### config.mk
export PLATFORM = sky130hd
export DESIGN_NAME = glpe_encoder
export DESIGN_NICKNAME = d
export VERILOG_FILES = /design/src/hdl/glpe_pkg.sv /design/src/hdl/glpe_channel.sv /design/src/hdl/glpe_encoder.sv /design/src/hdl/glpe_timebase.sv
export VERILOG_INCLUDE_DIRS = /design/src /design/src/hdl
export SDC_FILE = /design/constraint.sdc
export NUM_CORES = 1
export LEC_CHECK = 0
export BUFFER_PORTS_ARGS = -buffer_cell sky130_fd_sc_hd__buf_2
export CAP_MARGIN = 20
export CORE_MARGIN = 2
export CORE_UTILIZATION = 59
export CTS_CLUSTER_SIZE = 8
export DETAILED_ROUTE_END_ITERATION = 7
export GPL_TIMING_DRIVEN = 0
export PLACE_DENSITY = 0.81
export SYNTH_ARGS = -nofsm -noshare
export SYNTH_HDL_FRONTEND = slang
export SYNTH_SLANG_ARGS = --single-unit
### constraint.sdc
create_clock -name clk -period 4 [get_ports clk]
set_clock_uncertainty 0.15 [all_clocks]
set_input_delay 0.6 -clock clk [delete_from_list [all_inputs] [get_ports clk]]
set_output_delay 0.6 -clock clk [all_outputs]
set_load 0.1 [all_outputs]
### src/hdl/glpe_map.svh
// register indices, field positions, reset values and divider counts
// assumes: included by the package and by every design file that needs a figure
`ifndef GLPE_MAP_SVH
`define GLPE_MAP_SVH

// register indices; byte address is four times the index
`define GLPE_IDX_PIN2_LL 8'h53
`define GLPE_IDX_PIN2_LH 8'h54
`define GLPE_IDX_PIN3_LL 8'h55
`define GLPE_IDX_PIN3_LH 8'h56
`define GLPE_IDX_CTRL 8'h60
`define GLPE_IDX_STATUS 8'h61
`define GLPE_NUM_CFG 4

// config word fields
`define GLPE_TB_MSB 15
`define GLPE_TB_LSB 14
`define GLPE_HC_MSB 13
`define GLPE_HC_LSB 7
`define GLPE_LC_MSB 6
`define GLPE_LC_LSB 0
`define GLPE_LH_WMASK 16'h3fff

// reset values
`define GLPE_RST_LL 16'h007f
`define GLPE_RST_LH 16'h3f80
`define GLPE_RST_CTRL 4'h0

// control register bits, per pin: enable at 2*p, logical level at 2*p+1
`define GLPE_CTRL_EN 0
`define GLPE_CTRL_LEVEL 1

// time base terminal counts: 15, 63, 255, 1023, for periods of 16, 64, 256, 1024 master clocks
`define GLPE_TB_TERM_16 10'h00f
`define GLPE_TB_TERM_64 10'h03f
`define GLPE_TB_TERM_256 10'h0ff
`define GLPE_TB_TERM_1024 10'h3ff

// bus answers
`define GLPE_RESP_OKAY 2'b00
`define GLPE_RESP_SLVERR 2'b10

`endif

### src/hdl/glpe_pkg.sv
// types and shared arithmetic of the level pwm encoder
// assumes: glpe_map.svh sits in the include path
`include "glpe_map.svh"

package glpe_pkg;

  typedef enum logic [1:0] {
    PH_STATIC_LOW = 2'b00,
    PH_STATIC_HIGH = 2'b01,
    PH_HIGH = 2'b10,
    PH_LOW = 2'b11
  } glpe_phase_t;

  function automatic logic [9:0] tb_terminal(input logic [1:0] sel);
    case (sel)
      2'b00: tb_terminal = `GLPE_TB_TERM_16;
      2'b01: tb_terminal = `GLPE_TB_TERM_64;
      2'b10: tb_terminal = `GLPE_TB_TERM_256;
      default: tb_terminal = `GLPE_TB_TERM_1024;
    endcase
  endfunction : tb_terminal

  function automatic logic [6:0] cfg_high_count(input logic [15:0] cfg);
    cfg_high_count = cfg[`GLPE_HC_MSB:`GLPE_HC_LSB];
  endfunction : cfg_high_count

  function automatic logic [6:0] cfg_low_count(input logic [15:0] cfg);
    cfg_low_count = cfg[`GLPE_LC_MSB:`GLPE_LC_LSB];
  endfunction : cfg_low_count

endpackage : glpe_pkg

### src/hdl/glpe_channel.sv
// one pin's level encoder: picks the counter pair of the logical level
// and runs high then low segments counted in time base ticks
// assumes: tick comes from a glpe_timebase fed by activeTb and restart
`timescale 1ns/100ps

module glpe_channel (
  // clock and reset
  input wire logic clk,
  input wire logic rst_n,
  // pin setup
  input wire logic enable,
  input wire logic level,
  input wire logic [1:0] tbSelect,
  // counter pairs for logical low and logical high
  input wire logic [6:0] lowHc,
  input wire logic [6:0] lowLc,
  input wire logic [6:0] highHc,
  input wire logic [6:0] highLc,
  // time base
  input wire logic tick,
  output logic restart,
  output logic [1:0] activeTb,
  // pin and state
  output logic pinOut,
  output glpe_pkg::glpe_phase_t phase
);

  logic running;
  logic [6:0] count;
  logic [6:0] heldLc;
  logic next_running;
  logic [6:0] next_count;
  logic [6:0] next_heldLc;
  logic [1:0] next_activeTb;
  logic next_pinOut;
  glpe_pkg::glpe_phase_t next_phase;
  logic [6:0] selHc;
  logic [6:0] selLc;
  logic cycleEnd;

  // settings are sampled only here, so a cycle never mixes settings
  always_comb begin
    selHc = level ? highHc : lowHc;
    selLc = level ? highLc : lowLc;
    cycleEnd = tick && ((phase == glpe_pkg::PH_STATIC_LOW)
                        || (phase == glpe_pkg::PH_STATIC_HIGH)
                        || (phase == glpe_pkg::PH_LOW && count == 7'h00));
    restart = enable && (!running || cycleEnd);
  end

  always_comb begin
    next_running = running;
    next_count = count;
    next_heldLc = heldLc;
    next_activeTb = activeTb;
    next_phase = phase;
    if (!enable) begin
      // pin not an output: no waveform, restart cleanly when enabled
      next_running = 1'b0;
      next_count = 7'h00;
      next_phase = glpe_pkg::PH_STATIC_LOW;
    end else if (restart) begin
      next_running = 1'b1;
      next_activeTb = tbSelect;
      next_heldLc = selLc;
      if (selHc == 7'h00) begin
        next_phase = glpe_pkg::PH_STATIC_LOW;
      end else if (selLc == 7'h00) begin
        next_phase = glpe_pkg::PH_STATIC_HIGH;
      end else begin
        next_phase = glpe_pkg::PH_HIGH;
        next_count = selHc - 7'h01;
      end
    end else if (tick) begin
      case (phase)
        glpe_pkg::PH_HIGH: begin
          if (count == 7'h00) begin
            next_phase = glpe_pkg::PH_LOW;
            next_count = heldLc - 7'h01;
          end else begin
            next_count = count - 7'h01;
          end
        end
        glpe_pkg::PH_LOW: begin
          next_count = count - 7'h01;
        end
        default: begin
          next_count = count;
        end
      endcase
    end
    next_pinOut = (next_phase == glpe_pkg::PH_HIGH)
                  || (next_phase == glpe_pkg::PH_STATIC_HIGH);
  end

  always_ff @(posedge clk or negedge rst_n) begin
    if (!rst_n) begin
      running <= 1'b0;
      count <= 7'h00;
      heldLc <= 7'h00;
      activeTb <= 2'b00;
      phase <= glpe_pkg::PH_STATIC_LOW;
      pinOut <= 1'b0;
    end else begin
      running <= next_running;
      count <= next_count;
      heldLc <= next_heldLc;
      activeTb <= next_activeTb;
      phase <= next_phase;
      pinOut <= next_pinOut;
    end
  end

endmodule : glpe_channel

### src/hdl/glpe_encoder.sv
// level pwm encoder for pin 2 (fault) and pin 3 (overcurrent channel a)
// with its axi4-lite register slave
// assumes: one master at a time, one write and one read in flight at most
`timescale 1ns/100ps
`include "glpe_map.svh"

module glpe_encoder (
  // clock and reset
  input wire logic clk,
  input wire logic rst_n,
  // axi4-lite write address
  input wire logic [11:0] s_axi_awaddr,
  input wire logic [2:0] s_axi_awprot,
  input wire logic s_axi_awvalid,
  output logic s_axi_awready,
  // axi4-lite write data
  input wire logic [31:0] s_axi_wdata,
  input wire logic [3:0] s_axi_wstrb,
  input wire logic s_axi_wvalid,
  output logic s_axi_wready,
  // axi4-lite write response
  output logic [1:0] s_axi_bresp,
  output logic s_axi_bvalid,
  input wire logic s_axi_bready,
  // axi4-lite read address
  input wire logic [11:0] s_axi_araddr,
  input wire logic [2:0] s_axi_arprot,
  input wire logic s_axi_arvalid,
  output logic s_axi_arready,
  // axi4-lite read data
  output logic [31:0] s_axi_rdata,
  output logic [1:0] s_axi_rresp,
  output logic s_axi_rvalid,
  input wire logic s_axi_rready,
  // pin 2, fault function
  output logic pin2Out,
  output logic pin2OutEn,
  // pin 3, overcurrent channel a function
  output logic overcurrentChannelAOutput,
  output logic pin3OutEn
);

  // config words, index 0..3 = pin2 low, pin2 high, pin3 low, pin3 high
  logic [15:0] cfgRegs [`GLPE_NUM_CFG];
  logic [15:0] next_cfgRegs [`GLPE_NUM_CFG];
  logic [3:0] ctrl;
  logic [3:0] next_ctrl;

  // write path state
  logic awHeld;
  logic [7:0] awIdx;
  logic wHeld;
  logic [15:0] wData;
  logic [1:0] wStrb;
  logic bValid;
  logic [1:0] bResp;
  logic next_awHeld;
  logic [7:0] next_awIdx;
  logic next_wHeld;
  logic [15:0] next_wData;
  logic [1:0] next_wStrb;
  logic next_bValid;
  logic [1:0] next_bResp;

  // read path state
  logic rValid;
  logic [31:0] rData;
  logic [1:0] rResp;
  logic next_rValid;
  logic [31:0] next_rData;
  logic [1:0] next_rResp;

  // per pin channel wires
  logic [1:0] pinOut;
  logic [1:0] tick;
  logic [1:0] restart;
  logic [1:0] activeTb [2];
  glpe_pkg::glpe_phase_t phase [2];
  logic [15:0] statusWord;

  // the four config words sit at consecutive indices
  function automatic logic is_cfg(input logic [7:0] idx);
    is_cfg = (idx >= `GLPE_IDX_PIN2_LL) && (idx <= `GLPE_IDX_PIN3_LH);
  endfunction : is_cfg

  function automatic logic [1:0] cfg_slot(input logic [7:0] idx);
    logic [7:0] offset;
    offset = idx - `GLPE_IDX_PIN2_LL;
    cfg_slot = offset[1:0];
  endfunction : cfg_slot

  function automatic logic is_mapped(input logic [7:0] idx, input logic [1:0] low);
    is_mapped = (low == 2'b00)
                && (is_cfg(idx) || idx == `GLPE_IDX_CTRL || idx == `GLPE_IDX_STATUS);
  endfunction : is_mapped

  // unaligned or foreign addresses fall outside every index: ff is no register
  function automatic logic [7:0] decode_index(input logic [11:0] addr);
    if (addr[11:10] == 2'b00 && is_mapped(addr[9:2], addr[1:0])) begin
      decode_index = addr[9:2];
    end else begin
      decode_index = 8'hff;
    end
  endfunction : decode_index

  // byte lanes 0 and 1 only; upper strobes have no storage behind them
  function automatic logic [15:0] merge_lanes(input logic [15:0] old,
                                              input logic [15:0] data,
                                              input logic [1:0] strb);
    logic [7:0] upper;
    logic [7:0] lower;
    upper = strb[1] ? data[15:8] : old[15:8];
    lower = strb[0] ? data[7:0] : old[7:0];
    merge_lanes = {upper, lower};
  endfunction : merge_lanes

  // ready is combinational from held state: aw and w are taken in either
  // order, neither again until the answer is retired; a read answers one
  // edge after it is taken

  assign s_axi_awready = !awHeld && !bValid;
  assign s_axi_wready = !wHeld && !bValid;
  assign s_axi_bvalid = bValid;
  assign s_axi_bresp = bResp;
  assign s_axi_arready = !rValid;
  assign s_axi_rvalid = rValid;
  assign s_axi_rdata = rData;
  assign s_axi_rresp = rResp;

  // write path and register file
  always_comb begin
    logic [1:0] slot;
    slot = cfg_slot(awIdx);
    next_awHeld = awHeld;
    next_awIdx = awIdx;
    next_wHeld = wHeld;
    next_wData = wData;
    next_wStrb = wStrb;
    next_bValid = bValid;
    next_bResp = bResp;
    next_ctrl = ctrl;
    for (int i = 0; i < `GLPE_NUM_CFG; i++) begin
      next_cfgRegs[i] = cfgRegs[i];
    end
    if (s_axi_awvalid && s_axi_awready) begin
      next_awHeld = 1'b1;
      next_awIdx = decode_index(s_axi_awaddr);
    end
    if (s_axi_wvalid && s_axi_wready) begin
      next_wHeld = 1'b1;
      next_wData = s_axi_wdata[15:0];
      next_wStrb = s_axi_wstrb[1:0];
    end
    if (awHeld && wHeld) begin
      next_awHeld = 1'b0;
      next_wHeld = 1'b0;
      next_bValid = 1'b1;
      next_bResp = `GLPE_RESP_OKAY;
      if (is_cfg(awIdx)) begin
        // reserved top bits of the high-level words stay zero
        next_cfgRegs[slot] = merge_lanes(cfgRegs[slot], wData, wStrb)
                             & (slot[0] ? `GLPE_LH_WMASK : 16'hffff);
      end else if (awIdx == `GLPE_IDX_CTRL) begin
        next_ctrl = wStrb[0] ? wData[3:0] : ctrl;
      end else if (awIdx != `GLPE_IDX_STATUS) begin
        next_bResp = `GLPE_RESP_SLVERR;
      end
    end else if (bValid && s_axi_bready) begin
      next_bValid = 1'b0;
    end
  end

  always_ff @(posedge clk or negedge rst_n) begin
    if (!rst_n) begin
      awHeld <= 1'b0;
      awIdx <= 8'h00;
      wHeld <= 1'b0;
      wData <= 16'h0000;
      wStrb <= 2'b00;
      bValid <= 1'b0;
      bResp <= `GLPE_RESP_OKAY;
      ctrl <= `GLPE_RST_CTRL;
      for (int i = 0; i < `GLPE_NUM_CFG; i++) begin
        cfgRegs[i] <= (i % 2 == 0) ? `GLPE_RST_LL : `GLPE_RST_LH;
      end
    end else begin
      awHeld <= next_awHeld;
      awIdx <= next_awIdx;
      wHeld <= next_wHeld;
      wData <= next_wData;
      wStrb <= next_wStrb;
      bValid <= next_bValid;
      bResp <= next_bResp;
      ctrl <= next_ctrl;
      for (int i = 0; i < `GLPE_NUM_CFG; i++) begin
        cfgRegs[i] <= next_cfgRegs[i];
      end
    end
  end

  // status shows the live pin levels and encoder phases
  assign statusWord = {10'h000,
                       phase[1],
                       phase[0],
                       pinOut};

  // read path
  always_comb begin
    logic [7:0] idx;
    logic [1:0] slot;
    idx = decode_index(s_axi_araddr);
    slot = cfg_slot(idx);
    next_rValid = rValid;
    next_rData = rData;
    next_rResp = rResp;
    if (s_axi_arvalid && s_axi_arready) begin
      next_rValid = 1'b1;
      next_rResp = `GLPE_RESP_OKAY;
      next_rData = 32'h0000_0000;
      if (idx == 8'hff) begin
        // unmapped reads answer an error with zero data
        next_rResp = `GLPE_RESP_SLVERR;
      end else begin
        case (idx)
          `GLPE_IDX_CTRL: begin
            next_rData = {28'h000_0000, ctrl};
          end
          `GLPE_IDX_STATUS: begin
            next_rData = {16'h0000, statusWord};
          end
          default: begin
            next_rData = {16'h0000, cfgRegs[slot]};
          end
        endcase
      end
    end else if (rValid && s_axi_rready) begin
      next_rValid = 1'b0;
    end
  end

  always_ff @(posedge clk or negedge rst_n) begin
    if (!rst_n) begin
      rValid <= 1'b0;
      rData <= 32'h0000_0000;
      rResp <= `GLPE_RESP_OKAY;
    end else begin
      rValid <= next_rValid;
      rData <= next_rData;
      rResp <= next_rResp;
    end
  end

  // one time base and one encoder per pin; the time base select lives
  // in the low-level word of each pin
  for (genvar p = 0; p < 2; p++) begin : g_pin
    logic [15:0] lowWord;
    logic [15:0] highWord;
    assign lowWord = cfgRegs[2 * p];
    assign highWord = cfgRegs[2 * p + 1];

    glpe_timebase u_timebase (
      .clk(clk),
      .rst_n(rst_n),
      .clear(restart[p]),
      .tbSelect(activeTb[p]),
      .tick(tick[p])
    );

    glpe_channel u_channel (
      .clk(clk),
      .rst_n(rst_n),
      .enable(ctrl[2 * p + `GLPE_CTRL_EN]),
      .level(ctrl[2 * p + `GLPE_CTRL_LEVEL]),
      .tbSelect(lowWord[`GLPE_TB_MSB:`GLPE_TB_LSB]),
      .lowHc(glpe_pkg::cfg_high_count(lowWord)),
      .lowLc(glpe_pkg::cfg_low_count(lowWord)),
      .highHc(glpe_pkg::cfg_high_count(highWord)),
      .highLc(glpe_pkg::cfg_low_count(highWord)),
      .tick(tick[p]),
      .restart(restart[p]),
      .activeTb(activeTb[p]),
      .pinOut(pinOut[p]),
      .phase(phase[p])
    );
  end

  // an enabled pin drives at once; its waveform starts at the first boundary
  assign pin2Out = pinOut[0];
  assign overcurrentChannelAOutput = pinOut[1];
  assign pin2OutEn = ctrl[`GLPE_CTRL_EN];
  assign pin3OutEn = ctrl[2 + `GLPE_CTRL_EN];

endmodule : glpe_encoder

### src/hdl/glpe_timebase.sv
// time base divider: one-cycle tick every 16/64/256/1024 clocks
// assumes: clear comes from the channel at each cycle boundary
`timescale 1ns/100ps

module glpe_timebase (
  // clock and reset
  input wire logic clk,
  input wire logic rst_n,
  // control
  input wire logic clear,
  input wire logic [1:0] tbSelect,
  // enable pulse
  output logic tick
);

  logic [9:0] count;
  logic [9:0] next_count;
  logic next_tick;
  logic [9:0] term;

  always_comb begin
    term = glpe_pkg::tb_terminal(tbSelect);
    next_tick = 1'b0;
    // clear loads one so the first segment after a boundary is a full base
    if (clear) begin
      next_count = 10'h001;
    end else if (count >= term) begin
      next_count = 10'h000;
      next_tick = 1'b1;
    end else begin
      next_count = count + 10'h001;
    end
  end

  always_ff @(posedge clk or negedge rst_n) begin
    if (!rst_n) begin
      count <= 10'h000;
      tick <= 1'b0;
    end else begin
      count <= next_count;
      tick <= next_tick;
    end
  end

endmodule : glpe_timebase

Word-level counts from Yosys, hierarchy flattened
Index checks and enable logic that the tools add are counted.

Add/sub/neg operators: 10. Bitwise logic cells: 4. Eq/ne operators: 33. Muxes and demuxes: 74. Reduce and logical (&&, ||, !) cells: 64. Order comparisons: 11.

Operators with widths (number): $mux 16 (7); $mux 7 (16); $bmux 16 s2 (2); $bwmux 64 (1); $pmux 10 s3 (2); $eq 8x7->1 const B (7); $logic_not 7->1 (6); $sub 7x1->7 const B (6); $mux 10 (4); $mux 2 (18); $demux 16 s2 (1); $mux 8 (4); $pmux 16 s2 (1); $pmux 7 s2 (2); $ge 8x7->1 const B (3); $le 8x7->1 const B (3); $logic_and 1x1->1 (22); $add 10x1->10 const B (2); $ge 10x10->1 (2); $and 16x16->16 (1); $eq 2x2->1 const B (8); $logic_not 2->1 (8); $mux 1 (16); $eq 2x1->1 const B (6); 16 further kinds (48).

Input port bits: 73. Word-level logic and storage cells: 227. Bits in registers: 196. Output and inout bits: 45.

Longest topological paths before layout
Gate-level depths: netlist of the first run.

Word-level depth: 14. Depth in mapped cells: 11. Mapped depth without buffers: 10.

Modules after synthesis
A second synthesis of the first run with hierarchy kept.

Cells, all modules: 896. Area, all modules: 10287.4 µm².

By module, submodules not included: glpe_encoder (times used 1, cells each 408, area an instance 5855.6 µm², seq. area each 2937.8 µm²); glpe_channel (times used 2, cells each 183, area an instance 1552.7 µm², seq. area each 500.5 µm²); glpe_timebase (g_pin[0].u_timebase) (times used 1, cells each 61, area an instance 665.6 µm², seq. area each 275.3 µm²); glpe_timebase (g_pin[1].u_timebase) (times used 1, cells each 61, area an instance 660.6 µm², seq. area each 275.3 µm²).

Least setup slack after synthesis of the first run
Ideal clock, no wire load.

Path kind: reg2reg. Start: register bValid (netlist: s_axi_bvalid). End: register wData[10]. Path buffers: 2. Setup slack: 0.232 ns. Arrival time: 3.493 ns. Stages on the path, launching flop included: 6. Setup time: 0.125 ns. Data required time: 3.725 ns. Period minus slack after synthesis: 3.768 ns. Path through: dfrtp_1 > nor2_1 > and2_1 > clkbuf_1 > clkbuf_1 > mux2_2.

Longest elaborated chain between the ends: 3.

RTL lines: start: declaration (RTL line glpe_encoder.sv:55) `logic bValid;`; start signal: assignment (RTL line glpe_encoder.sv:192) `bValid <= next_bValid;`; $logic_not 1->1 (RTL line glpe_encoder.sv:122) `assign s_axi_wready = !wHeld && !bValid;`; $logic_and 1x1->1 (RTL line glpe_encoder.sv:122); via s_axi_wready (RTL line glpe_encoder.sv:20) `output logic s_axi_wready,`; $logic_and 1x1->1 (RTL line glpe_encoder.sv:149) `if (s_axi_wvalid && s_axi_wready) begin`; end signal: assignment (RTL line glpe_encoder.sv:190) `wData <= next_wData;`; end: declaration (RTL line glpe_encoder.sv:53) `logic [15:0] wData;`.

The timed path passes the listed nets, and every way through them passes these cells. A chain may end at the register's enable or synchronous reset.

Worst setup path after layout of the first run
Start: register awIdx[0]. End: register cfgRegs, in the netlist g_pin[0].lowWord[7].

Longest elaborated chain between the ends: 8. Elaborated cells on any way between the ends: 17. Those cells by class: add/sub (1); order compare (4); mux (7); bitwise (2); reduce/logical (3).

RTL lines: start: declaration (RTL line glpe_encoder.sv:51) `logic [7:0] awIdx;`; start signal: assignment (RTL line glpe_encoder.sv:188) `awIdx <= next_awIdx;`; $sub 2x2->2 (no line); $not 2->3 (RTL line glpe_encoder.sv:161) `next_cfgRegs[slot] = merge_lanes(cfgRegs[slot], wData, wStrb)`; $bmux 16 s2 (RTL line glpe_encoder.sv:161); $mux 16 (implied by the code) (2 in series) (RTL line glpe_encoder.sv:161); $mux 8 (RTL line glpe_encoder.sv:113) `lower = strb[0] ? data[7:0] : old[7:0];`; $and 16x16->16 (RTL line glpe_encoder.sv:161); $bwmux 64 (RTL line glpe_encoder.sv:161); end signal: indexed assignment (RTL line glpe_encoder.sv:184) `` cfgRegs[i] <= (i % 2 == 0) ? `GLPE_RST_LL : `GLPE_RST_LH; ``; end signal: indexed assignment (RTL line glpe_encoder.sv:196) `cfgRegs[i] <= next_cfgRegs[i];`; end: declaration (RTL line glpe_encoder.sv:44) `` logic [15:0] cfgRegs [`GLPE_NUM_CFG]; ``.

Several ways; a longest one is shown, not always the timed one. The select of a mux whose other input is x is not followed.

==> impl_metrics.yaml, run 1 <==
logic_synthesis:
  synth_area_sq_mm: 0.00994
  seq_area_frac_synth_pct: 45.2
  yosysTopAreaCell: "dfrtp_1"
  synth_top_area_share_pct: 37.8
  syn_inst: 868
  synth-main-ff-cell: "dfrtp_1"
  ys_async_sr_fraction_pct: 100
  synth_edf_count: 0
  yosys-top-cells-area: "dfrtp_1 38%, mux2_2 12%, dfstp_2 7.4%"
  synth_warnings: 0
  syn_area_per_cell_sq_um: 11.5
  yosys_register_bits: 178
  synth_cell_types: 72
power:
  p_leak_nw: 5.13
  power_w: 0.00483
  irDropWorstVdd_mv: 0.636
  power_density_mw_per_mm2: 429
worst_setup_path:
  crit_slowest_cell: "clkbuf_1"
  r2r_slack_ns: 0.32
  cp-start-kind: "flip-flop"
  r2r_cells: 11
  crit_type: "reg -> reg"
  critPathBufInv: 5
  r2r_start: "awIdx[0]"
  max_stage_delay_ns: 0.68
  r2r_end: "g_pin[0].lowWord[7]"
  critPathTopFamily: "buffers and inverters"
  path_cells: "clkbuf_2 > clkbuf_2 > inv_1 > ha_1 > o221ai_1 > nor3b_1 > nor2b_1 > clkbuf_1 > nand2_1 > clkbuf_1 > mux2_2"
  crit_required_ns: 4.16
  endpoint_kind: "flip-flop"
  worstPathArrival_ns: 3.85
  crit_path_max_fanout: 10
grt:
  gr-usage-all-layers_pct: 27.6
  antenna_found_initial: 0
  grt_pass1_vias: 7192
  overflow: 0
  grt_pass1_wl_um: 38200
  grt_max_degree: 122
sta:
  min_period_ns: 3.68
  holdWs_ns: 0.193
  rsz0062_at_grt: "no"
  slew_violations: 0
  setup_violations: 0
  finalCritPeriodShare_pct: 92.0
  fmax_mhz: 272
  relSlewSlack_pct: 23.6
  final.setup.tns_ns: 0
  hold_viol_final: 0
  worst_slew_pin_slew_ns: 1.14
route:
  antenna_left: 0
  post_drt_wl_per_cell_um: 19.8
  routed_via_density: 6.14
  first_pass_iters: 5
  drt_iter0_drc: 625
  wl_um: 24000
  drc: 0
  num_vias: 7450
cts:
  htreeDepth: 4
  cts_tree: "done"
  cts_sinks: 178
  cts.reportedPaths.clkPinSlew_ns: 0.07
  clkLatencyLatePin_ns: 0.43
  clockBufferDepth: 2
  cts_made_buffers: 17
  cts_root_buffer: "clkbuf_16"
floorplanning:
  core_area_sq_mm: 0.0165
  fp.dieH_um: 134
  rows: 47
  die_w_um: 134
  die_area_sq_mm: 0.0179
  initial_core_util_pct: 60.2
  ioPinCount: 118
final_layout:
  n_antenna_cell: 0
  fin_util_pct: 68.2
  fin_area_sq_mm: 0.0113
  final_nets: 1079
  syn_to_final_growth_pct: 13.3
  drive_gt1_share_pct: 30.4
placement:
  gp_congestion: 0.912
  port_buffers: 75
  dpl-instance-area_sq_mm: 0.0107
  dpl.hpwl_um: 17000
min_path:
  min_path_type: "in -> reg"
  holdCritStartpoint: "s_axi_bready"
  holdPathStages: 2
  whs_endpoint: "s_axi_bvalid"
status:
  status: "finished, final reports clean"
flow_run:
  cap_violations: 0
[synth_stat cells, types with 4 or more instances]
cell type,number
dfrtp_1,150
nor4b_1,5
and3_1,9
nand4_1,7
o211ai_1,10
nor3b_1,7
o21a_1,4
a31oi_1,4
nor4_1,8
mux2_2,105
xnor2_1,22
o22ai_1,4
ha_1,26
or3_1,5
clkbuf_1,26
mux4_1,9
buf_2,4
a21oi_1,17
nor2_1,49
mux2i_1,35
a22oi_1,7
o21ai_0,42
inv_1,25
o22a_1,5
nand2_1,87
a22o_1,10
buf_4,19
nand3_1,18
dfstp_2,28
mux4_2,21
a21o_1,4
xor2_1,21
nor2b_1,5
nor3_1,15
[worst max path at each step]
stage / startpoint / to / cells past startpoint / slack, ns
4_1_cts: awIdx[0] / g_pin[0].highWord[6] / 9 / 0.17
6_report: awIdx[0] / g_pin[0].lowWord[7] / 11 / 0.32
3_3_place_gp: rst_n / awHeld / 1 / -0.60
5_1_grt: awIdx[0] / g_pin[0].lowWord[7] / 11 / 0.14
2_1_floorplan: s_axi_bvalid / wData[10] / 5 / 0.23
3_5_place_dp: awIdx[0] / g_pin[0].highWord[6] / 9 / -0.59
[layout make-up]
| class | count | area, sq um |
|---|---|---|
| clock buffer | 20 | 437 |
| inverter | 25 | 93.8 |
| timing repair buffer | 77 | 423 |
| sequential | 178 | 4490 |
| multi-input combinational | 627 | 5110 |
| fill | 1212 | 5260 |
| tap | 220 | 275 |
| buffer | 54 | 312 |
| clock inverter | 12 | 124 |
[per-layer routing]
metal | vias to the layer above | GRT usage [%] | part of all wire, %
met5 | - | 0 | 0
met4 | 0 | 10.2 | 2.9
met3 | 45 | 6.65 | 7.4
met2 | 322 | 43.0 | 47
met1 | 3691 | 38.1 | 42
li1 | 3392 | - | -
[repair_timing]
item	CTS	global route
hold buffers	1	0
setup buffers	0	0
hold endpoints to repair	53	0
gates resized for setup	3	2
endpoints found under the setup margin	57	9
[kinds of logic after synthesis]
family	share of synthesized area, %
AND/OR/NAND/NOR	11.5
adder cells (fa/ha/maj)	3.27
multiplexers	22.6
buffers and inverters	4.07
other	0.0377
flip-flops	45.2
XOR/XNOR	3.79
AO/OA/AOI/OAI	9.62
[flip-flops by register name, summed over array words and instances (netlist names)]
signal / cells
wData: 16
ctrl: 4
s_axi_rvalid: 1
wHeld: 1
g_pin.u_channel.activeTb: 4
g_pin.u_channel.count: 14
s_axi_bvalid: 1
g_pin.u_channel.running: 2
awIdx: 8
g_pin.lowWord: 32
s_axi_rdata: 16
g_pin.u_channel.heldLc: 14
wStrb: 2
s_axi_bresp: 1
g_pin.highWord: 32
g_pin.u_channel.pinOut: 2
g_pin.u_timebase.count: 20
g_pin.u_channel.phase: 4
g_pin.u_timebase.tick: 2
s_axi_rresp: 1
awHeld: 1
[stage by stage]
step	instances	worst slack, ns
3_3_place_gp	1180	-0.601
4_1_cts	1214	0.168
2_1_floorplan	885	0.232
6_report	1213	0.320
5_1_grt	1213	0.135
3_5_place_dp	1181	-0.588
[cell usage in the layout, fill, tap and decap left out, types with 15 or more instances in the layout]
master	synthesis	final
nor2_1	49	49
conb_1	1	18
a21oi_1	17	17
ha_1	26	26
dfrtp_1	150	150
clkbuf_1	26	25
mux2_2	105	105
buf_4	19	19
mux2i_1	35	35
inv_1	25	25
dfstp_2	28	28
xor2_1	21	21
nand3_1	18	18
nor3_1	15	15
xnor2_1	22	22
o21ai_0	42	42
mux4_2	21	21
buf_2	4	79
clkbuf_16	0	17
nand2_1	87	87
[where the power goes]
part,switching [W],internal [W]
combinational,0.000710,0.000372
clock,0.000739,0.000873
sequential,0.000158,0.00198
total,0.00161,0.00323
Note: power is estimated with default switching activity, not from simulation.
==> inputs of run 2 (changes only) <==
--- a/config.mk
+++ b/config.mk
@@ -8,7 +8,8 @@
 export LEC_CHECK = 0
 export BUFFER_PORTS_ARGS = -buffer_cell sky130_fd_sc_hd__buf_2
 export CAP_MARGIN = 20
-export CORE_MARGIN = 2
+export CORE_ASPECT_RATIO = 0.7
+export CORE_MARGIN = 4
 export CORE_UTILIZATION = 59
 export CTS_CLUSTER_SIZE = 8
 export DETAILED_ROUTE_END_ITERATION = 7
==> impl_metrics.yaml, run 2 (synthesis results as in run 1) <==
final_layout:
  final_cell_mix: "150 x dfrtp_1, 105 x mux2_2, 87 x nand2_1, 79 x buf_2, 49 x nor2_1"
  final_common_cell: "dfrtp_1"
  fin_util_pct: 69.0
  fill_cells: 1175
  drive_gt1_share_pct: 30.6
  syn_to_final_growth_pct: 13.7
  final_nets: 1078
  n_antenna_cell: 0
sta:
  final.setup.tns_ns: 0
  fmax_mhz: 264
  rsz0062_at_grt: "no"
  worst_slew_pin_slew_ns: 0.962
  relSlewSlack_pct: 35.4
  holdWs_ns: -0.00975
  min_period_ns: 3.79
  hold_viol_final: 6
  slew_violations: 0
  finalCritPeriodShare_pct: 94.7
  setup_violations: 0
min_path:
  min_path_type: "in -> async"
grt:
  grt_pass1_vias: 7196
  antenna_found_initial: 0
  grt_pass1_wl_um: 39200
  gr-usage-all-layers_pct: 26.7
  grt_max_degree: 96
  overflow: 0
cts:
  postCtsSetupRepairBufs: 0
  clockBufferDepth: 2
  clkLatencyLatePin_ns: 0.44
  cts_sinks: 178
  cts_made_buffers: 17
  cts.reportedPaths.clkPinSlew_ns: 0.07
  cts_root_buffer: "clkbuf_16"
  cts_hold_buf: 0
  htreeDepth: 4
  cts_tree: "done"
floorplanning:
  initial_core_util_pct: 60.6
  ioPinCount: 118
  die_w_um: 163
  fp.dieH_um: 117
  rows: 39
  core_area_sq_mm: 0.0164
  die_area_sq_mm: 0.0190
placement:
  dpl.hpwl_um: 17300
  port_buffers: 75
  gp_congestion: 0.975
status:
  violations: "hold timing"
  status: "complete, but fails checks"
route:
  routed_via_density: 6.16
  post_drt_wl_per_cell_um: 20.2
  drt_iter0_drc: 786
  num_vias: 7491
  drc: 0
  antenna_left: 0
  wl_um: 24600
  first_pass_iters: 7
worst_setup_path:
  r2r_cells: 11
  endpoint_kind: "flip-flop"
  worstPathArrival_ns: 3.96
  crit_path_max_fanout: 10
  cp-start-kind: "flip-flop"
  crit_type: "reg -> reg"
  crit_required_ns: 4.18
power:
  p_leak_nw: 5.16
  power_density_mw_per_mm2: 440
  irDropWorstVdd_mv: 0.492
flow_run:
  cap_violations: 0
## run 2: cell count changes in the layout (fill, tap and decap cells not counted), sizes merged
cell         previous run  this run
clkbuf                 47        49
dlygate4sd3             1         0
bufinv                  1         2
clkinv                  1         3
clkinvlp                4         3
inv                    31        27
## run 2: final timing paths
check / from / endpoint / slack [ns]
hold / removal: rst_n / s_axi_rdata[1] / -0.01
min in group clk: s_axi_bready / s_axi_bvalid / 0.20
setup / recovery: awIdx[0] / g_pin[0].lowWord[8] / 0.21
hold reg to reg: awIdx[6] / awIdx[6] / 0.32
setup reg to reg: awIdx[0] / g_pin[0].lowWord[8] / 0.21
max in group asynchronous: rst_n / g_pin[1].lowWord[1] / 2.83
## run 2: layer usage
layer,up-vias,global-route usage (%),wire length [um]
li1,3371,-,-
met1,3747,38.5,11100
met2,324,39.8,10800
met3,49,7.05,2210
met4,0,8.83,538
met5,-,0,0
## run 2: critical path, cell delays in order, from the launching register on
cell      delay, ns
dfrtp_1        0.38
clkbuf_2       0.31
clkbuf_2       0.39
inv_1          0.17
ha_1           0.25
o221ai_1       0.20
nor3b_1        0.11
nor2b_1        0.16
clkbuf_1       0.14
nand2_1        0.35
clkbuf_1       0.64
mux2_2         0.42
## run 2: final cells by class
cell class / count / area [sq um] / area share, %
Buffer: 54 / 312 / 2.76
Sequential cell: 178 / 4490 / 39.7
Multi-Input combinational cell: 627 / 5110 / 45.2
Timing Repair Buffer: 76 / 413 / 3.65
Clock inverter: 10 / 123 / 1.08
Inverter: 25 / 93.8 / 0.830
Tap cell: 225 / 282 / 2.49
Clock buffer: 22 / 484 / 4.28
## run 2: metrics by stage
stage | power [W] | worst slack [ns] | cell area [sq um] | std cells | hold WS, ns
after floorplan | 0.00294 | 0.232 | 10000 | 885 | 0.154
final | 0.00497 | 0.214 | 11300 | 1217 | -0.00975
after detailed placement | 0.00325 | -0.543 | 10700 | 1186 | 0.301
after global placement | 0.00320 | -0.600 | 10700 | 1185 | 0.297
after global routing | 0.00517 | 0.0852 | 11300 | 1217 | 0.0466
after CTS | 0.00497 | 0.183 | 11300 | 1218 | 0.0327
## run 2: timing repair
item / CTS / global route
gates resized for setup: 3 / 2
cloned: 0 / 0
endpoints found under the setup margin: 45 / 5
## run 2: power by group
part | switching (W) | leakage, nW | total (W) | internal [W]
registers | 0.000160 | 2.28 | 0.00214 | 0.00198
logic | 0.000728 | 2.59 | 0.00110 | 0.000372
clock network | 0.000737 | 0.289 | 0.00173 | 0.000992
total | 0.00163 | 5.16 | 0.00497 | 0.00335
